**src/rtl/pdctl_defines.vh**
```
// Offsets, field positions, reset values and counts of the power-down control block.
// Assumes inclusion by bare name from each design file; definitions only.
`ifndef PDCTL_DEFINES_VH
`define PDCTL_DEFINES_VH
// Register word indices, byte address over four
`define OFS_PWR      6'h00
`define OFS_BUSGATE  6'h01
`define OFS_EVT_STS  6'h02
`define OFS_EVT_MASK 6'h03
`define OFS_KEY      6'h04
// Reset values and writable masks
`define PWR_RST      10'h01C
`define PWR_PROT_MSK 10'h2BF
`define BUSGATE_RST  3'h5
// Field positions
`define B_PDE        7
`define B_WSTS       6
`define B_WIE        5
`define B_WDLY       4
`define B_LRC        3
`define B_HRC        2
`define B_KEEPLX     9
`define B_FLASH      2
// Crystal mode encodings
`define XTL_GPIO     2'h0
`define XTL_FAST     2'h1
`define XTL_SLOW     2'h2
`define XTL_EXTCLK   2'h3
// System clock source codes
`define SRC_HRC      2'h0
`define SRC_LRC      2'h3
// Protection key sequence
`define KEY1         8'h59
`define KEY2         8'h16
`define KEY3         8'h88
// Wake-up delay in cycles of the selected source
`define DLY_XTAL     13'h1000
`define DLY_HRC      13'h010
// Bus responses and event bits
`define RESP_OKAY    2'h0
`define RESP_SLVERR  2'h2
`define EV_WAKE      0
`define EV_DONE      1
`define EV_REFUSED   2
`define EVT_W        3
`endif

```
**src/rtl/power_down_oscillator_control.v**
```verilog
// Power-down, idle and oscillator control with an AXI4-Lite register slave.
// Assumes one clock aclk; wfi_exec, deep_sleep_bit, src_tick come from aclk logic;
// wake_event_pin is asynchronous.
`timescale 1ns/1ps
`include "pdctl_defines.vh"
module power_down_oscillator_control #(
  parameter [12:0] DLY_XTAL_CYC = `DLY_XTAL,
  parameter [12:0] DLY_HRC_CYC  = `DLY_HRC
) (
  input  wire        aclk,
  input  wire        aresetn,
  input  wire [7:0]  s_axi_awaddr,
  input  wire [2:0]  s_axi_awprot,
  input  wire        s_axi_awvalid,
  output wire        s_axi_awready,
  input  wire [31:0] s_axi_wdata,
  input  wire [3:0]  s_axi_wstrb,
  input  wire        s_axi_wvalid,
  output wire        s_axi_wready,
  output reg  [1:0]  s_axi_bresp,
  output reg         s_axi_bvalid,
  input  wire        s_axi_bready,
  input  wire [7:0]  s_axi_araddr,
  input  wire [2:0]  s_axi_arprot,
  input  wire        s_axi_arvalid,
  output wire        s_axi_arready,
  output reg  [31:0] s_axi_rdata,
  output reg  [1:0]  s_axi_rresp,
  output reg         s_axi_rvalid,
  input  wire        s_axi_rready,
  input  wire        wfi_exec,
  input  wire        deep_sleep_bit,
  input  wire        cpu_irq_pending,
  input  wire        wake_event_pin,
  input  wire [1:0]  sys_src_sel,
  input  wire        src_tick,
  input  wire        wdt_src_slow_rc,
  output reg         cpu_clk_en,
  output reg         sys_clk_en,
  output reg         periph_clk_en,
  output reg         wdt_clk_en,
  output reg         flash_programmer_clock_enable,
  output reg         low_speed_rc_on,
  output reg         high_speed_rc_on,
  output reg         high_speed_crystal_on,
  output reg         low_speed_crystal_on,
  output reg         crystal_pin_in_ext_clock,
  output reg         crystal_pin_in_gpio,
  output reg         crystal_pin_out_gpio,
  output wire        wake_irq,
  output wire        irq
);
  // Operating states
  localparam [1:0] ST_RUN  = 2'h0;
  localparam [1:0] ST_IDLE = 2'h1;
  localparam [1:0] ST_PDN  = 2'h2;
  localparam [1:0] ST_WDLY = 2'h3;

  reg  [9:0]        power_down_control_q;
  reg  [2:0]        system_bus_clock_gate_q;
  reg  [`EVT_W-1:0] evt_sts_q;
  reg  [`EVT_W-1:0] evt_mask_q;
  reg  [1:0]        key_seq_q;
  reg               unlocked_q;
  reg  [1:0]        state_q;
  reg  [1:0]        state_d;
  reg  [5:0]        aw_idx_q;
  reg               aw_have_q;
  reg  [31:0]       wd_q;
  reg  [3:0]        ws_q;
  reg               w_have_q;
  reg               wake_lvl_q;
  reg  [31:0]       rd_d;
  reg               rd_ok;
  reg               dly_start;
  reg               wake_now;
  wire              wake_lvl;
  wire              wake_rise;
  wire              dly_done;
  wire              do_wr;
  wire [31:0]       bm;
  wire [9:0]        pm;
  wire [1:0]        xtl;
  wire              in_pdn;
  wire [12:0]       dly_limit;
  wire              wr_pwr;
  wire              wr_key;

  // ***************************************************************
  // Wake pin synchroniser and delay counter
  // ***************************************************************
  pin_sync u_wake_sync (
    .aclk    (aclk),
    .aresetn (aresetn),
    .pin     (wake_event_pin),
    .level_q (wake_lvl)
  );

  // Edge detector reads only the settled level
  always @(posedge aclk) begin
    if (!aresetn) wake_lvl_q <= 1'b0;
    else wake_lvl_q <= wake_lvl;
  end
  assign wake_rise = wake_lvl & ~wake_lvl_q;

  // Crystals need a long settle, the fast RC only a short one
  assign dly_limit = (sys_src_sel == `SRC_HRC) ? DLY_HRC_CYC : DLY_XTAL_CYC;

  wake_delay_counter #(
    .W (13)
  ) u_delay (
    .aclk    (aclk),
    .aresetn (aresetn),
    .start   (dly_start),
    .tick    (src_tick),
    .limit   (dly_limit),
    .busy_q  (),
    .done_q  (dly_done)
  );

  // ***************************************************************
  // Power mode sequencing
  // ***************************************************************
  // Next state; mixed sleep settings fall back to idle
  always @* begin
    state_d   = state_q;
    dly_start = 1'b0;
    wake_now  = 1'b0;
    case (state_q)
      ST_RUN: begin
        if (wfi_exec) begin
          if (deep_sleep_bit && power_down_control_q[`B_PDE])
            state_d = ST_PDN;
          else
            state_d = ST_IDLE;
        end
      end
      ST_IDLE: begin
        if (cpu_irq_pending) state_d = ST_RUN;
      end
      ST_PDN: begin
        if (wake_rise) begin
          wake_now = 1'b1;
          // The slow RC source needs no settle time
          if (power_down_control_q[`B_WDLY] && sys_src_sel != `SRC_LRC) begin
            state_d   = ST_WDLY;
            dly_start = 1'b1;
          end else begin
            state_d = ST_RUN;
          end
        end
      end
      ST_WDLY: begin
        if (dly_done) state_d = ST_RUN;
      end
      default: state_d = ST_RUN;
    endcase
  end

  // State register
  always @(posedge aclk) begin
    if (!aresetn) state_q <= ST_RUN;
    else state_q <= state_d;
  end

  // ***************************************************************
  // AXI4-Lite slave
  // ***************************************************************
  assign s_axi_awready = ~aw_have_q & ~s_axi_bvalid;
  assign s_axi_wready  = ~w_have_q & ~s_axi_bvalid;
  assign s_axi_arready = ~s_axi_rvalid;
  assign do_wr         = aw_have_q & w_have_q & ~s_axi_bvalid;
  assign bm     = {{8{ws_q[3]}}, {8{ws_q[2]}}, {8{ws_q[1]}}, {8{ws_q[0]}}};
  assign pm     = bm[9:0] & `PWR_PROT_MSK;
  assign wr_pwr = do_wr && aw_idx_q == `OFS_PWR;
  assign wr_key = do_wr && aw_idx_q == `OFS_KEY && ws_q[0];

  // Address and data are latched separately, in either order
  always @(posedge aclk) begin
    if (!aresetn) begin
      aw_have_q    <= 1'b0;
      w_have_q     <= 1'b0;
      aw_idx_q     <= 6'h00;
      wd_q         <= 32'h0000_0000;
      ws_q         <= 4'h0;
      s_axi_bvalid <= 1'b0;
      s_axi_bresp  <= `RESP_OKAY;
    end else begin
      if (s_axi_awvalid && s_axi_awready) begin
        aw_have_q <= 1'b1;
        aw_idx_q  <= s_axi_awaddr[7:2];
      end
      if (s_axi_wvalid && s_axi_wready) begin
        w_have_q <= 1'b1;
        wd_q     <= s_axi_wdata;
        ws_q     <= s_axi_wstrb;
      end
      if (do_wr) begin
        aw_have_q    <= 1'b0;
        w_have_q     <= 1'b0;
        s_axi_bvalid <= 1'b1;
        s_axi_bresp  <= (aw_idx_q <= `OFS_KEY) ? `RESP_OKAY : `RESP_SLVERR;
      end else if (s_axi_bready) begin
        s_axi_bvalid <= 1'b0;
      end
    end
  end

  // Read mux; unmapped words read zero with an error
  always @* begin
    rd_d  = 32'h0000_0000;
    rd_ok = 1'b1;
    case (s_axi_araddr[7:2])
      `OFS_PWR:      rd_d[9:0]        = power_down_control_q;
      `OFS_BUSGATE:  rd_d[2:0]        = system_bus_clock_gate_q;
      `OFS_EVT_STS:  rd_d[`EVT_W-1:0] = evt_sts_q;
      `OFS_EVT_MASK: rd_d[`EVT_W-1:0] = evt_mask_q;
      `OFS_KEY:      rd_d[0]          = unlocked_q;
      default:       rd_ok            = 1'b0;
    endcase
  end

  // Read answer one cycle after the address
  always @(posedge aclk) begin
    if (!aresetn) begin
      s_axi_rvalid <= 1'b0;
      s_axi_rdata  <= 32'h0000_0000;
      s_axi_rresp  <= `RESP_OKAY;
    end else if (s_axi_arvalid && s_axi_arready) begin
      s_axi_rvalid <= 1'b1;
      s_axi_rdata  <= rd_d;
      s_axi_rresp  <= rd_ok ? `RESP_OKAY : `RESP_SLVERR;
    end else if (s_axi_rready) begin
      s_axi_rvalid <= 1'b0;
    end
  end

  // ***************************************************************
  // Registers
  // ***************************************************************
  // Key sequence; any wrong byte restarts it, writing zero relocks
  always @(posedge aclk) begin
    if (!aresetn) begin
      key_seq_q  <= 2'h0;
      unlocked_q <= 1'b0;
    end else if (wr_key) begin
      if (unlocked_q) begin
        if (wd_q[7:0] == 8'h00) unlocked_q <= 1'b0;
      end else if (key_seq_q == 2'h0 && wd_q[7:0] == `KEY1) begin
        key_seq_q <= 2'h1;
      end else if (key_seq_q == 2'h1 && wd_q[7:0] == `KEY2) begin
        key_seq_q <= 2'h2;
      end else if (key_seq_q == 2'h2 && wd_q[7:0] == `KEY3) begin
        key_seq_q  <= 2'h0;
        unlocked_q <= 1'b1;
      end else begin
        key_seq_q <= 2'h0;
      end
    end
  end

  // Power-down control: protected fields, sticky wake flag
  always @(posedge aclk) begin
    if (!aresetn) begin
      power_down_control_q <= `PWR_RST;
    end else begin
      if (wr_pwr && unlocked_q)
        power_down_control_q <= (power_down_control_q & ~pm) | (wd_q[9:0] & pm);
      // Flag clears by writing one, no key needed
      if (wr_pwr && ws_q[0] && wd_q[`B_WSTS])
        power_down_control_q[`B_WSTS] <= 1'b0;
      // Hardware set beats the software clear
      if (wake_now) begin
        power_down_control_q[`B_WSTS] <= 1'b1;
        power_down_control_q[`B_PDE]  <= 1'b0;
      end
    end
  end

  // Bus clock gate, event status and mask
  always @(posedge aclk) begin
    if (!aresetn) begin
      system_bus_clock_gate_q <= `BUSGATE_RST;
      evt_mask_q              <= {`EVT_W{1'b0}};
      evt_sts_q               <= {`EVT_W{1'b0}};
    end else begin
      if (do_wr && aw_idx_q == `OFS_BUSGATE && ws_q[0])
        system_bus_clock_gate_q <= wd_q[2:0];
      if (do_wr && aw_idx_q == `OFS_EVT_MASK && ws_q[0])
        evt_mask_q <= wd_q[`EVT_W-1:0];
      if (do_wr && aw_idx_q == `OFS_EVT_STS && ws_q[0])
        evt_sts_q <= evt_sts_q & ~wd_q[`EVT_W-1:0];
      // Events are applied last so a same-cycle clear loses
      if (wake_now) evt_sts_q[`EV_WAKE] <= 1'b1;
      if (dly_done) evt_sts_q[`EV_DONE] <= 1'b1;
      if (wr_pwr && !unlocked_q && |pm) evt_sts_q[`EV_REFUSED] <= 1'b1;
    end
  end

  // ***************************************************************
  // Clock gates and oscillator enables
  // ***************************************************************
  assign xtl    = power_down_control_q[1:0];
  assign in_pdn = (state_d == ST_PDN);

  // Registered gates follow the next state, so they switch with it
  always @(posedge aclk) begin
    if (!aresetn) begin
      cpu_clk_en                    <= 1'b1;
      sys_clk_en                    <= 1'b1;
      periph_clk_en                 <= 1'b1;
      wdt_clk_en                    <= 1'b1;
      flash_programmer_clock_enable <= 1'b1;
      low_speed_rc_on               <= 1'b1;
      high_speed_rc_on              <= 1'b1;
      high_speed_crystal_on         <= 1'b0;
      low_speed_crystal_on          <= 1'b0;
      crystal_pin_in_ext_clock      <= 1'b0;
      crystal_pin_in_gpio           <= 1'b1;
      crystal_pin_out_gpio          <= 1'b1;
    end else begin
      cpu_clk_en    <= (state_d == ST_RUN);
      sys_clk_en    <= (state_d == ST_RUN) || (state_d == ST_IDLE);
      periph_clk_en <= !in_pdn && !(state_d == ST_WDLY);
      wdt_clk_en    <= (!in_pdn && !(state_d == ST_WDLY)) || wdt_src_slow_rc;
      flash_programmer_clock_enable <= system_bus_clock_gate_q[`B_FLASH] &&
                                       ((state_d == ST_RUN) || (state_d == ST_IDLE));
      // The slow RC is never stopped by power-down
      low_speed_rc_on       <= power_down_control_q[`B_LRC];
      high_speed_rc_on      <= power_down_control_q[`B_HRC] && !in_pdn;
      high_speed_crystal_on <= (xtl == `XTL_FAST) && !in_pdn;
      low_speed_crystal_on  <= (xtl == `XTL_SLOW) &&
                               (!in_pdn || power_down_control_q[`B_KEEPLX]);
      crystal_pin_in_ext_clock <= (xtl == `XTL_EXTCLK);
      crystal_pin_in_gpio      <= (xtl == `XTL_GPIO);
      crystal_pin_out_gpio     <= (xtl == `XTL_GPIO) || (xtl == `XTL_EXTCLK);
    end
  end

  // ***************************************************************
  // Interrupts
  // ***************************************************************
  // Combinational so clearing either bit drops the request at once
  assign wake_irq = power_down_control_q[`B_WSTS] & power_down_control_q[`B_WIE];
  assign irq      = |(evt_sts_q & evt_mask_q);
endmodule // power_down_oscillator_control

```
**src/rtl/pin_sync.v**
```verilog
// Three-stage synchroniser for one asynchronous pin.
// Assumes a single clock aclk; output changes once stages two and three agree.
`timescale 1ns/1ps
module pin_sync (
  input  wire aclk,
  input  wire aresetn,
  input  wire pin,
  output reg  level_q
);
  reg s1_q;
  reg s2_q;
  reg s3_q;

  // First stage feeds only the second
  always @(posedge aclk) begin
    if (!aresetn) begin
      s1_q    <= 1'b0;
      s2_q    <= 1'b0;
      s3_q    <= 1'b0;
      level_q <= 1'b0;
    end else begin
      s1_q <= pin;
      s2_q <= s1_q;
      s3_q <= s2_q;
      if (s2_q == s3_q) level_q <= s3_q; // Accept only a settled value
    end
  end
endmodule // pin_sync

```
**src/rtl/wake_delay_counter.v**
```verilog
// Post-wake stabilisation counter, counting ticks of the selected source.
// Assumes tick is a one-cycle enable pulse on aclk from the source divider.
`timescale 1ns/1ps
module wake_delay_counter #(
  parameter W = 13
) (
  input  wire         aclk,
  input  wire         aresetn,
  input  wire         start,
  input  wire         tick,
  input  wire [W-1:0] limit,
  output reg          busy_q,
  output reg          done_q
);
  reg [W-1:0] cnt_q;

  // Count source ticks up to the terminal value
  always @(posedge aclk) begin
    if (!aresetn) begin
      cnt_q  <= {W{1'b0}};
      busy_q <= 1'b0;
      done_q <= 1'b0;
    end else begin
      done_q <= 1'b0;
      if (start) begin
        cnt_q  <= {W{1'b0}};
        busy_q <= 1'b1;
      end else if (busy_q && tick) begin
        if (cnt_q == limit - 1'b1) begin
          busy_q <= 1'b0;
          done_q <= 1'b1;
        end else begin
          cnt_q <= cnt_q + 1'b1;
        end
      end
    end
  end
endmodule // wake_delay_counter

```
**config.mk**
```make
export PLATFORM = sky130hd
export DESIGN_NAME = power_down_oscillator_control
export DESIGN_NICKNAME = d
export VERILOG_FILES = /design/src/rtl/power_down_oscillator_control.v /design/src/rtl/pin_sync.v /design/src/rtl/wake_delay_counter.v
export VERILOG_INCLUDE_DIRS = /design/src /design/src/rtl
export SDC_FILE = /design/constraint.sdc
export NUM_CORES = 1
export LEC_CHECK = 0
export ABC_CLOCK_PERIOD_IN_PS = 5800
export BUFFER_PORTS_ARGS = -buffer_cell sky130_fd_sc_hd__buf_2
export CORE_AREA = 3 3 111 113
export CTS_CLUSTER_DIAMETER = 40
export DETAILED_ROUTE_END_ITERATION = 8
export DIE_AREA = 0 0 114 116
export PLACE_DENSITY = 0.62
export SYNTH_ARGS = -nofsm -noshare
export SYNTH_HDL_FRONTEND = slang
export SYNTH_HIERARCHICAL = 1
export SYNTH_SLANG_ARGS = --single-unit
```
**constraint.sdc**
```tcl
create_clock -name aclk -period 5.8 [get_ports aclk]
set_clock_uncertainty 0.1 [all_clocks]
set_input_delay 0.29 -clock aclk [delete_from_list [all_inputs] [get_ports aclk]]
set_output_delay 0.29 -clock aclk [all_outputs]
set_load 0.01 [all_outputs]
```
==> results.ini, run 1 <==
[grt]
grt_pass1_wl_mm = 16.3
grt_usage = 0.153
antenna_found_initial = 0
grt_max_degree = 83
grt_overflow = 0
first_global_vias = 3530

[timing]
setup_viol = 0
rsz0062_at_grt = no
period_needed_ns = 3.29
finalMaxSlewViolations = 0
setup_tns_ns = 0
fmax_ghz = 0.304
slew_headroom = 0.162
hold_violations = 0
min_period_over_period = 0.567
worst_slew_pin_slew_ns = 1.25

[routing]
drc = 0
wl_per_cell_um = 13.3
vias_per_cell = 5.05
drt_first_pass_iters = 4
routed_wl_mm = 10.0
ant_nets = 0
drt_iter0_markers = 176
vias = 3793

[final_layout]
drive_above_1_share = 0.188
layout_common_cells = dfxtp_1, conb_1, buf_2
num_antenna_cells = 0
final_util = 0.466
final_common_cell = dfxtp_1
syn_to_final_growth_pct = 16.4
fillCellCount = 1140
fin_nets = 682

[clocking]
cts_hold_buf = 0
numCtsBuffers = 9
cts.clk_slew.worst_paths_ns = 0.06
cts-htree-levels = 3
cts_tree = done
post_cts_resized = 0
clockBufferDepth = 2
clock_latency_ns = 0.34
cts_setup_buffers = 0
cts-root-buf = clkbuf_16
cts.sinks = 86

[power_and_ir_drop]
power_per_cell_area_nw_per_um2 = 247
p_int_mw = 0.991
peakVddDrop_mv = 0.159
power_frac_comb = 0.093
p_sw_frac = 0.246
seq_power_share = 0.473
p_sw_mw = 0.324
clockPowerShare = 0.434
power.leakage_nw = 2.21
report.power.total_mw = 1.32

[worst_setup_path]
crit_required_ns = 5.94
crit_path_end_kind = register
critPathKind = register to register
worst_ep_arrival_time_ns = 3.42
startpoint_type = register
crit_fanout = 27

[job]
maxCapViolCount = 0

[logic_synthesis]
yosys.cell_types.count = 78
async_flop_share = 0
synth_area_um2 = 4570
synth-edff-count = 0
synth-main-ff-cell = dfxtp_1
synth_seq_area_share = 0.376
syn_inst = 497
yosys_warnings = 6
ys_ff_latch = 86
postSynthAreaPerCell_um2 = 9.20

[floorplan]
die_h_um = 116
io_pins = 128
coreArea_um2 = 11400
die_x_um = 114
die_area_um2 = 13200
initial_core_util = 0.401
num_rows = 39

[status]
outcome = complete, no violations

[placed_design]
io_buffers = 67
hpwl_mm = 7.52
place_congestion = 0.836

[min_path]
hp-class = input port to register

## final cells by class
| class | instances | area (µm²) | share of cell area |
|---|---|---|---|
| well taps | 143 | 179 | 0.0336 |
| repair buffers | 68 | 343 | 0.0644 |
| inverters | 20 | 75.1 | 0.0141 |
| clock buffers | 11 | 233 | 0.0437 |
| clock inverters | 5 | 57.6 | 0.0108 |
| flip-flops and latches | 86 | 1720 | 0.323 |
| multi-input cells | 418 | 2720 | 0.510 |
## final timing paths
path,slack (ns),depth (start not counted),from,to
worst max-delay path,2.51,7,u_delay/cnt_q[9],u_delay/cnt_q[9]
worst max register to register,2.51,7,u_delay/cnt_q[9],u_delay/cnt_q[9]
worst min register to register,0.34,1,u_wake_sync/s1_q,u_wake_sync/s2_q
worst min-delay path,0.04,2,wdt_src_slow_rc,wdt_clk_en
## critical path: stages, from the launching register on
cell,delay [ns]
dfxtp_1,0.47
or3b_2,0.48
a2111oi_2,0.41
o2111a_1,0.25
o21ai_1,0.11
nor4_4,0.94
o311ai_0,0.30
o41ai_1,0.12
## logic make-up (layout without fill, tap and decap cells)
family,Yosys count,count (layout),synth area share
AO/OA/AOI/OAI,104,104,0.164
XOR/XNOR,12,12,0.0230
adder cells (fa/ha/maj),6,6,0.0164
buffers and inverters,68,104,0.0911
flip-flops,86,86,0.376
multiplexers,31,31,0.0760
other,1,76,0.000820
AND/OR/NAND/NOR,189,189,0.252
## metrics by stage
step | instances | worst slack [ns] | cell area, µm² | hold WS (ns)
detailed placement | 735 | 2.27 | 5040 | 0.323
global route | 751 | 2.24 | 5330 | 0.0419
finish | 751 | 2.51 | 5330 | 0.0402
CTS | 751 | 2.52 | 5330 | 0.0339
floorplan | 572 | 3.19 | 4860 | 0.297
global placement | 735 | 2.35 | 5040 | 0.324
## routing by layer
layer	global-route usage	up-vias	wire length, µm
li1	-	1918	-
met1	0.196	1763	4740
met2	0.239	96	4430
met3	0.0496	16	580
met4	0.0633	0	249
met5	0	-	0
## cells in the mapped netlist (5+ instances only)
library cell  count  area share
buf_4            26       0.043
dfxtp_1          86        0.38
a22oi_1           9       0.015
nor3b_1           5      0.0082
nor2b_1          31       0.042
nand3_1          14       0.015
nand2b_1          9       0.012
a21oi_1          15       0.016
mux2i_1          28       0.061
o21ai_2           5      0.0096
nand2_1          42       0.034
xor2_1            5      0.0096
and2_1            9       0.012
or3_1             8       0.011
o211ai_1          5      0.0082
nor3_1            5      0.0055
nand4_1           8       0.011
o21ai_1           5      0.0055
o31ai_1           6      0.0098
inv_1            20       0.016
o21ai_0          16       0.018
buf_2             6      0.0066
ha_1              6       0.016
clkbuf_1         10      0.0082
nor2_1           17       0.014
or4_1             6      0.0098
xnor2_1           7       0.013
## power by group through the flow
| stage | Clock (mW) | Sequential (mW) | Combinational, mW |
|---|---|---|---|
| 2_1_floorplan | 0 | 0.631 | 0.105 |
| 3_3_place_gp | 0 | 0.635 | 0.118 |
| 3_5_place_dp | 0 | 0.635 | 0.121 |
| 4_1_cts | 0.581 | 0.622 | 0.121 |
| 5_1_grt | 0.606 | 0.625 | 0.139 |
| 6_report | 0.570 | 0.623 | 0.123 |
## state kept, by name (all words and copies together), names as in the netlist, 2 cells and up, named ones only
name                     count
u_delay/cnt_q               13
s_axi_rdata                  9
wd_q                         9
aw_idx_q                     6
evt_mask_q                   3
evt_sts_q                    3
system_bus_clock_gate_q      3
key_seq_q                    2
state_q                      2
ws_q                         2
Power figures use the tool's default switching activity.
==> run 2: changes to the inputs <==
- ABC_CLOCK_PERIOD_IN_PS: 5800 -> 3000
- PLACE_DENSITY: 0.62 -> 0.65
- clock period: 5.8 -> 3 ns (I/O delays scaled with it)
==> run 2 against run 1 <==
Die area unchanged. Sequential power up 93%. Global-route usage grew 0.10 points. Final cell count is 2.9% higher. Clock-buffer cell count is the same. Clock power is 75% higher. Flip-flop and latch count is the same. Fmax increased by 29%. Register-to-register slack lost 2.1 ns. Power is 87% higher. Critical path depth increased by 1. Sequential share of layout area decreased by 1.2 points. Critical endpoint is now u_delay/cnt_q[7].
==> results.ini, run 2 (same netlist as run 1, synthesis figures left out) <==
[final_layout]
multi_input_area_um2 = 2720  ; unchanged
final_util = 0.485  ; was 0.466
fillCellCount = 1114  ; was 1,140
num_antenna_cells = 0  ; unchanged
largest_register = u_delay/cnt_q  ; unchanged
syn_to_final_growth_pct = 21.0  ; was 16.4%
seq_area_um2 = 1720  ; unchanged
final_common_cell = dfxtp_1  ; unchanged
fin_nets = 704  ; was 682
drive_above_1_share = 0.183  ; was 0.188
reg_top3 = u_delay/cnt_q: 13 flops, s_axi_rdata: 9 flops, wd_q: 9 flops  ; unchanged
largest_register_ffs = 13  ; unchanged
layout_common_cells = dfxtp_1, conb_1, buf_2  ; unchanged
final_area_um2 = 5540  ; was 5330 µm²
fin_cells = 773  ; was 751

[status]
outcome = complete, no violations  ; unchanged

[routing]
wl_per_cell_um = 12.9  ; was 13.3 µm
vias = 3815  ; was 3,793
routed_wl_mm = 9.97  ; was 10.0 mm
drt_first_pass_iters = 4  ; unchanged
ant_nets = 0  ; unchanged
vias_per_cell = 4.94  ; was 5.05
drt_iter0_markers = 193  ; was 176
drc = 0  ; unchanged

[grt]
use_met2 = 0.249  ; was 0.239
grt_usage = 0.154  ; was 0.153
grt_max_degree = 76  ; was 83
grt_overflow = 0  ; unchanged
busiest_layer = met2  ; unchanged
grt_pass1_wl_mm = 16.7  ; was 16.3 mm
antenna_found_initial = 0  ; unchanged
grt_use_met1 = 0.206  ; was 0.196
grt_use_met3 = 0.0386  ; was 0.0496
first_global_vias = 3524  ; was 3,530

[worst_setup_path]
crit_path_end_kind = register  ; unchanged
startpoint_type = register  ; unchanged
crit_fanout = 27  ; unchanged
critPathKind = register to register  ; unchanged
crit_required_ns = 3.13  ; was 5.94 ns
worst_ep_arrival_time_ns = 2.68  ; was 3.42 ns
rrSetupSlack_ns = 0.45  ; was 2.51 ns

[timing]
hold_violations = 0  ; unchanged
rsz0062_at_grt = no  ; unchanged
min_period_over_period = 0.850  ; was 0.567
period_needed_ns = 2.55  ; was 3.29 ns
setup_viol = 0  ; unchanged
timing.hold.ws_ns = 0.0132  ; was 0.0402 ns
fmax_ghz = 0.392  ; was 0.304 GHz
slew_headroom = 0.524  ; was 0.162
finalMaxSlewViolations = 0  ; unchanged
setup_tns_ns = 0  ; unchanged
worst_slack_ns = 0.451  ; was 2.51 ns
worst_slew_pin_slew_ns = 0.713  ; was 1.25 ns

[power_and_ir_drop]
power.leakage_nw = 2.28  ; was 2.21 nW
power_per_cell_area_nw_per_um2 = 444  ; was 247 nW/µm²
report.power.total_mw = 2.46  ; was 1.32 mW
peakVddDrop_mv = 0.352  ; was 0.159 mV

[placed_design]
hpwl_mm = 7.42  ; was 7.52 mm
dp_cells = 736  ; was 735
pre_cts_ws_ns = 0.221  ; was 2.27 ns
place_congestion = 0.860  ; was 0.836
io_buffers = 67  ; unchanged
placed_cell_area_um2 = 5060  ; was 5040 µm²

[min_path]
hp-class = input port to register  ; unchanged

[floorplan]
die_h_um = 116  ; unchanged
coreArea_um2 = 11400  ; unchanged
initial_core_util = 0.401  ; unchanged
die_x_um = 114  ; unchanged
die_area_um2 = 13200  ; unchanged
num_rows = 39  ; unchanged
io_pins = 128  ; unchanged

[clocking]
cts-htree-levels = 3  ; unchanged
cts.clk_slew.worst_paths_ns = 0.06  ; about the same
cts_tree = done  ; unchanged
cts.sinks = 86  ; unchanged
clock_latency_ns = 0.33  ; was 0.34 ns
cts_setup_buffers = 0  ; unchanged
clockBufferDepth = 2  ; unchanged
numCtsBuffers = 9  ; unchanged
cts-root-buf = clkbuf_16  ; unchanged

[job]
maxCapViolCount = 0  ; unchanged

-- run 2: path summary, 6_finish.rpt --
check | from | end | depth (start not counted)
hold reg to reg | u_wake_sync/s1_q | u_wake_sync/s2_q | 1
setup reg to reg | u_delay/cnt_q[9] | u_delay/cnt_q[7] | 8
hold / removal | s_axi_awaddr[3] | aw_idx_q[1] | 3
setup / recovery | u_delay/cnt_q[9] | u_delay/cnt_q[7] | 8
-- run 2: layout make-up --
cell class	instances	area share
Sequential cell	86	0.311
Timing Repair Buffer	90	0.104
Multi-Input combinational cell	418	0.491
Clock buffer	11	0.0420
Inverter	20	0.0136
Clock inverter	5	0.00656
Tap cell	143	0.0323
-- run 2: worst max-delay path, cell delays in order, from the launching register on --
cell	delay [ns]
dfxtp_1	0.43
or3b_2	0.48
a2111oi_2	0.40
o2111a_1	0.25
o21ai_1	0.11
nor4_4	0.21
buf_12	0.21
o311ai_0	0.15
o41ai_1	0.11
-- run 2: repair_timing --
action,CTS,global route
gates resized for setup,0,0
endpoints found under the hold margin,20,0
hold buffers,21,0
-- run 2: report_power, final --
| part | switching (mW) | internal [mW] | total [mW] | leakage [nW] |
|---|---|---|---|---|
| logic | 0.142 | 0.117 | 0.259 | 1.46 |
| registers | 0.0338 | 1.17 | 1.20 | 0.698 |
| clock network | 0.437 | 0.561 | 0.998 | 0.122 |
-- run 2: routing by layer --
layer	part of all wire	vias up	wire length (µm)
met1	0.46	1754	4620
met4	0.014	0	142
li1	-	1962	-
met2	0.46	90	4630
met3	0.058	9	577
met5	0	-	0
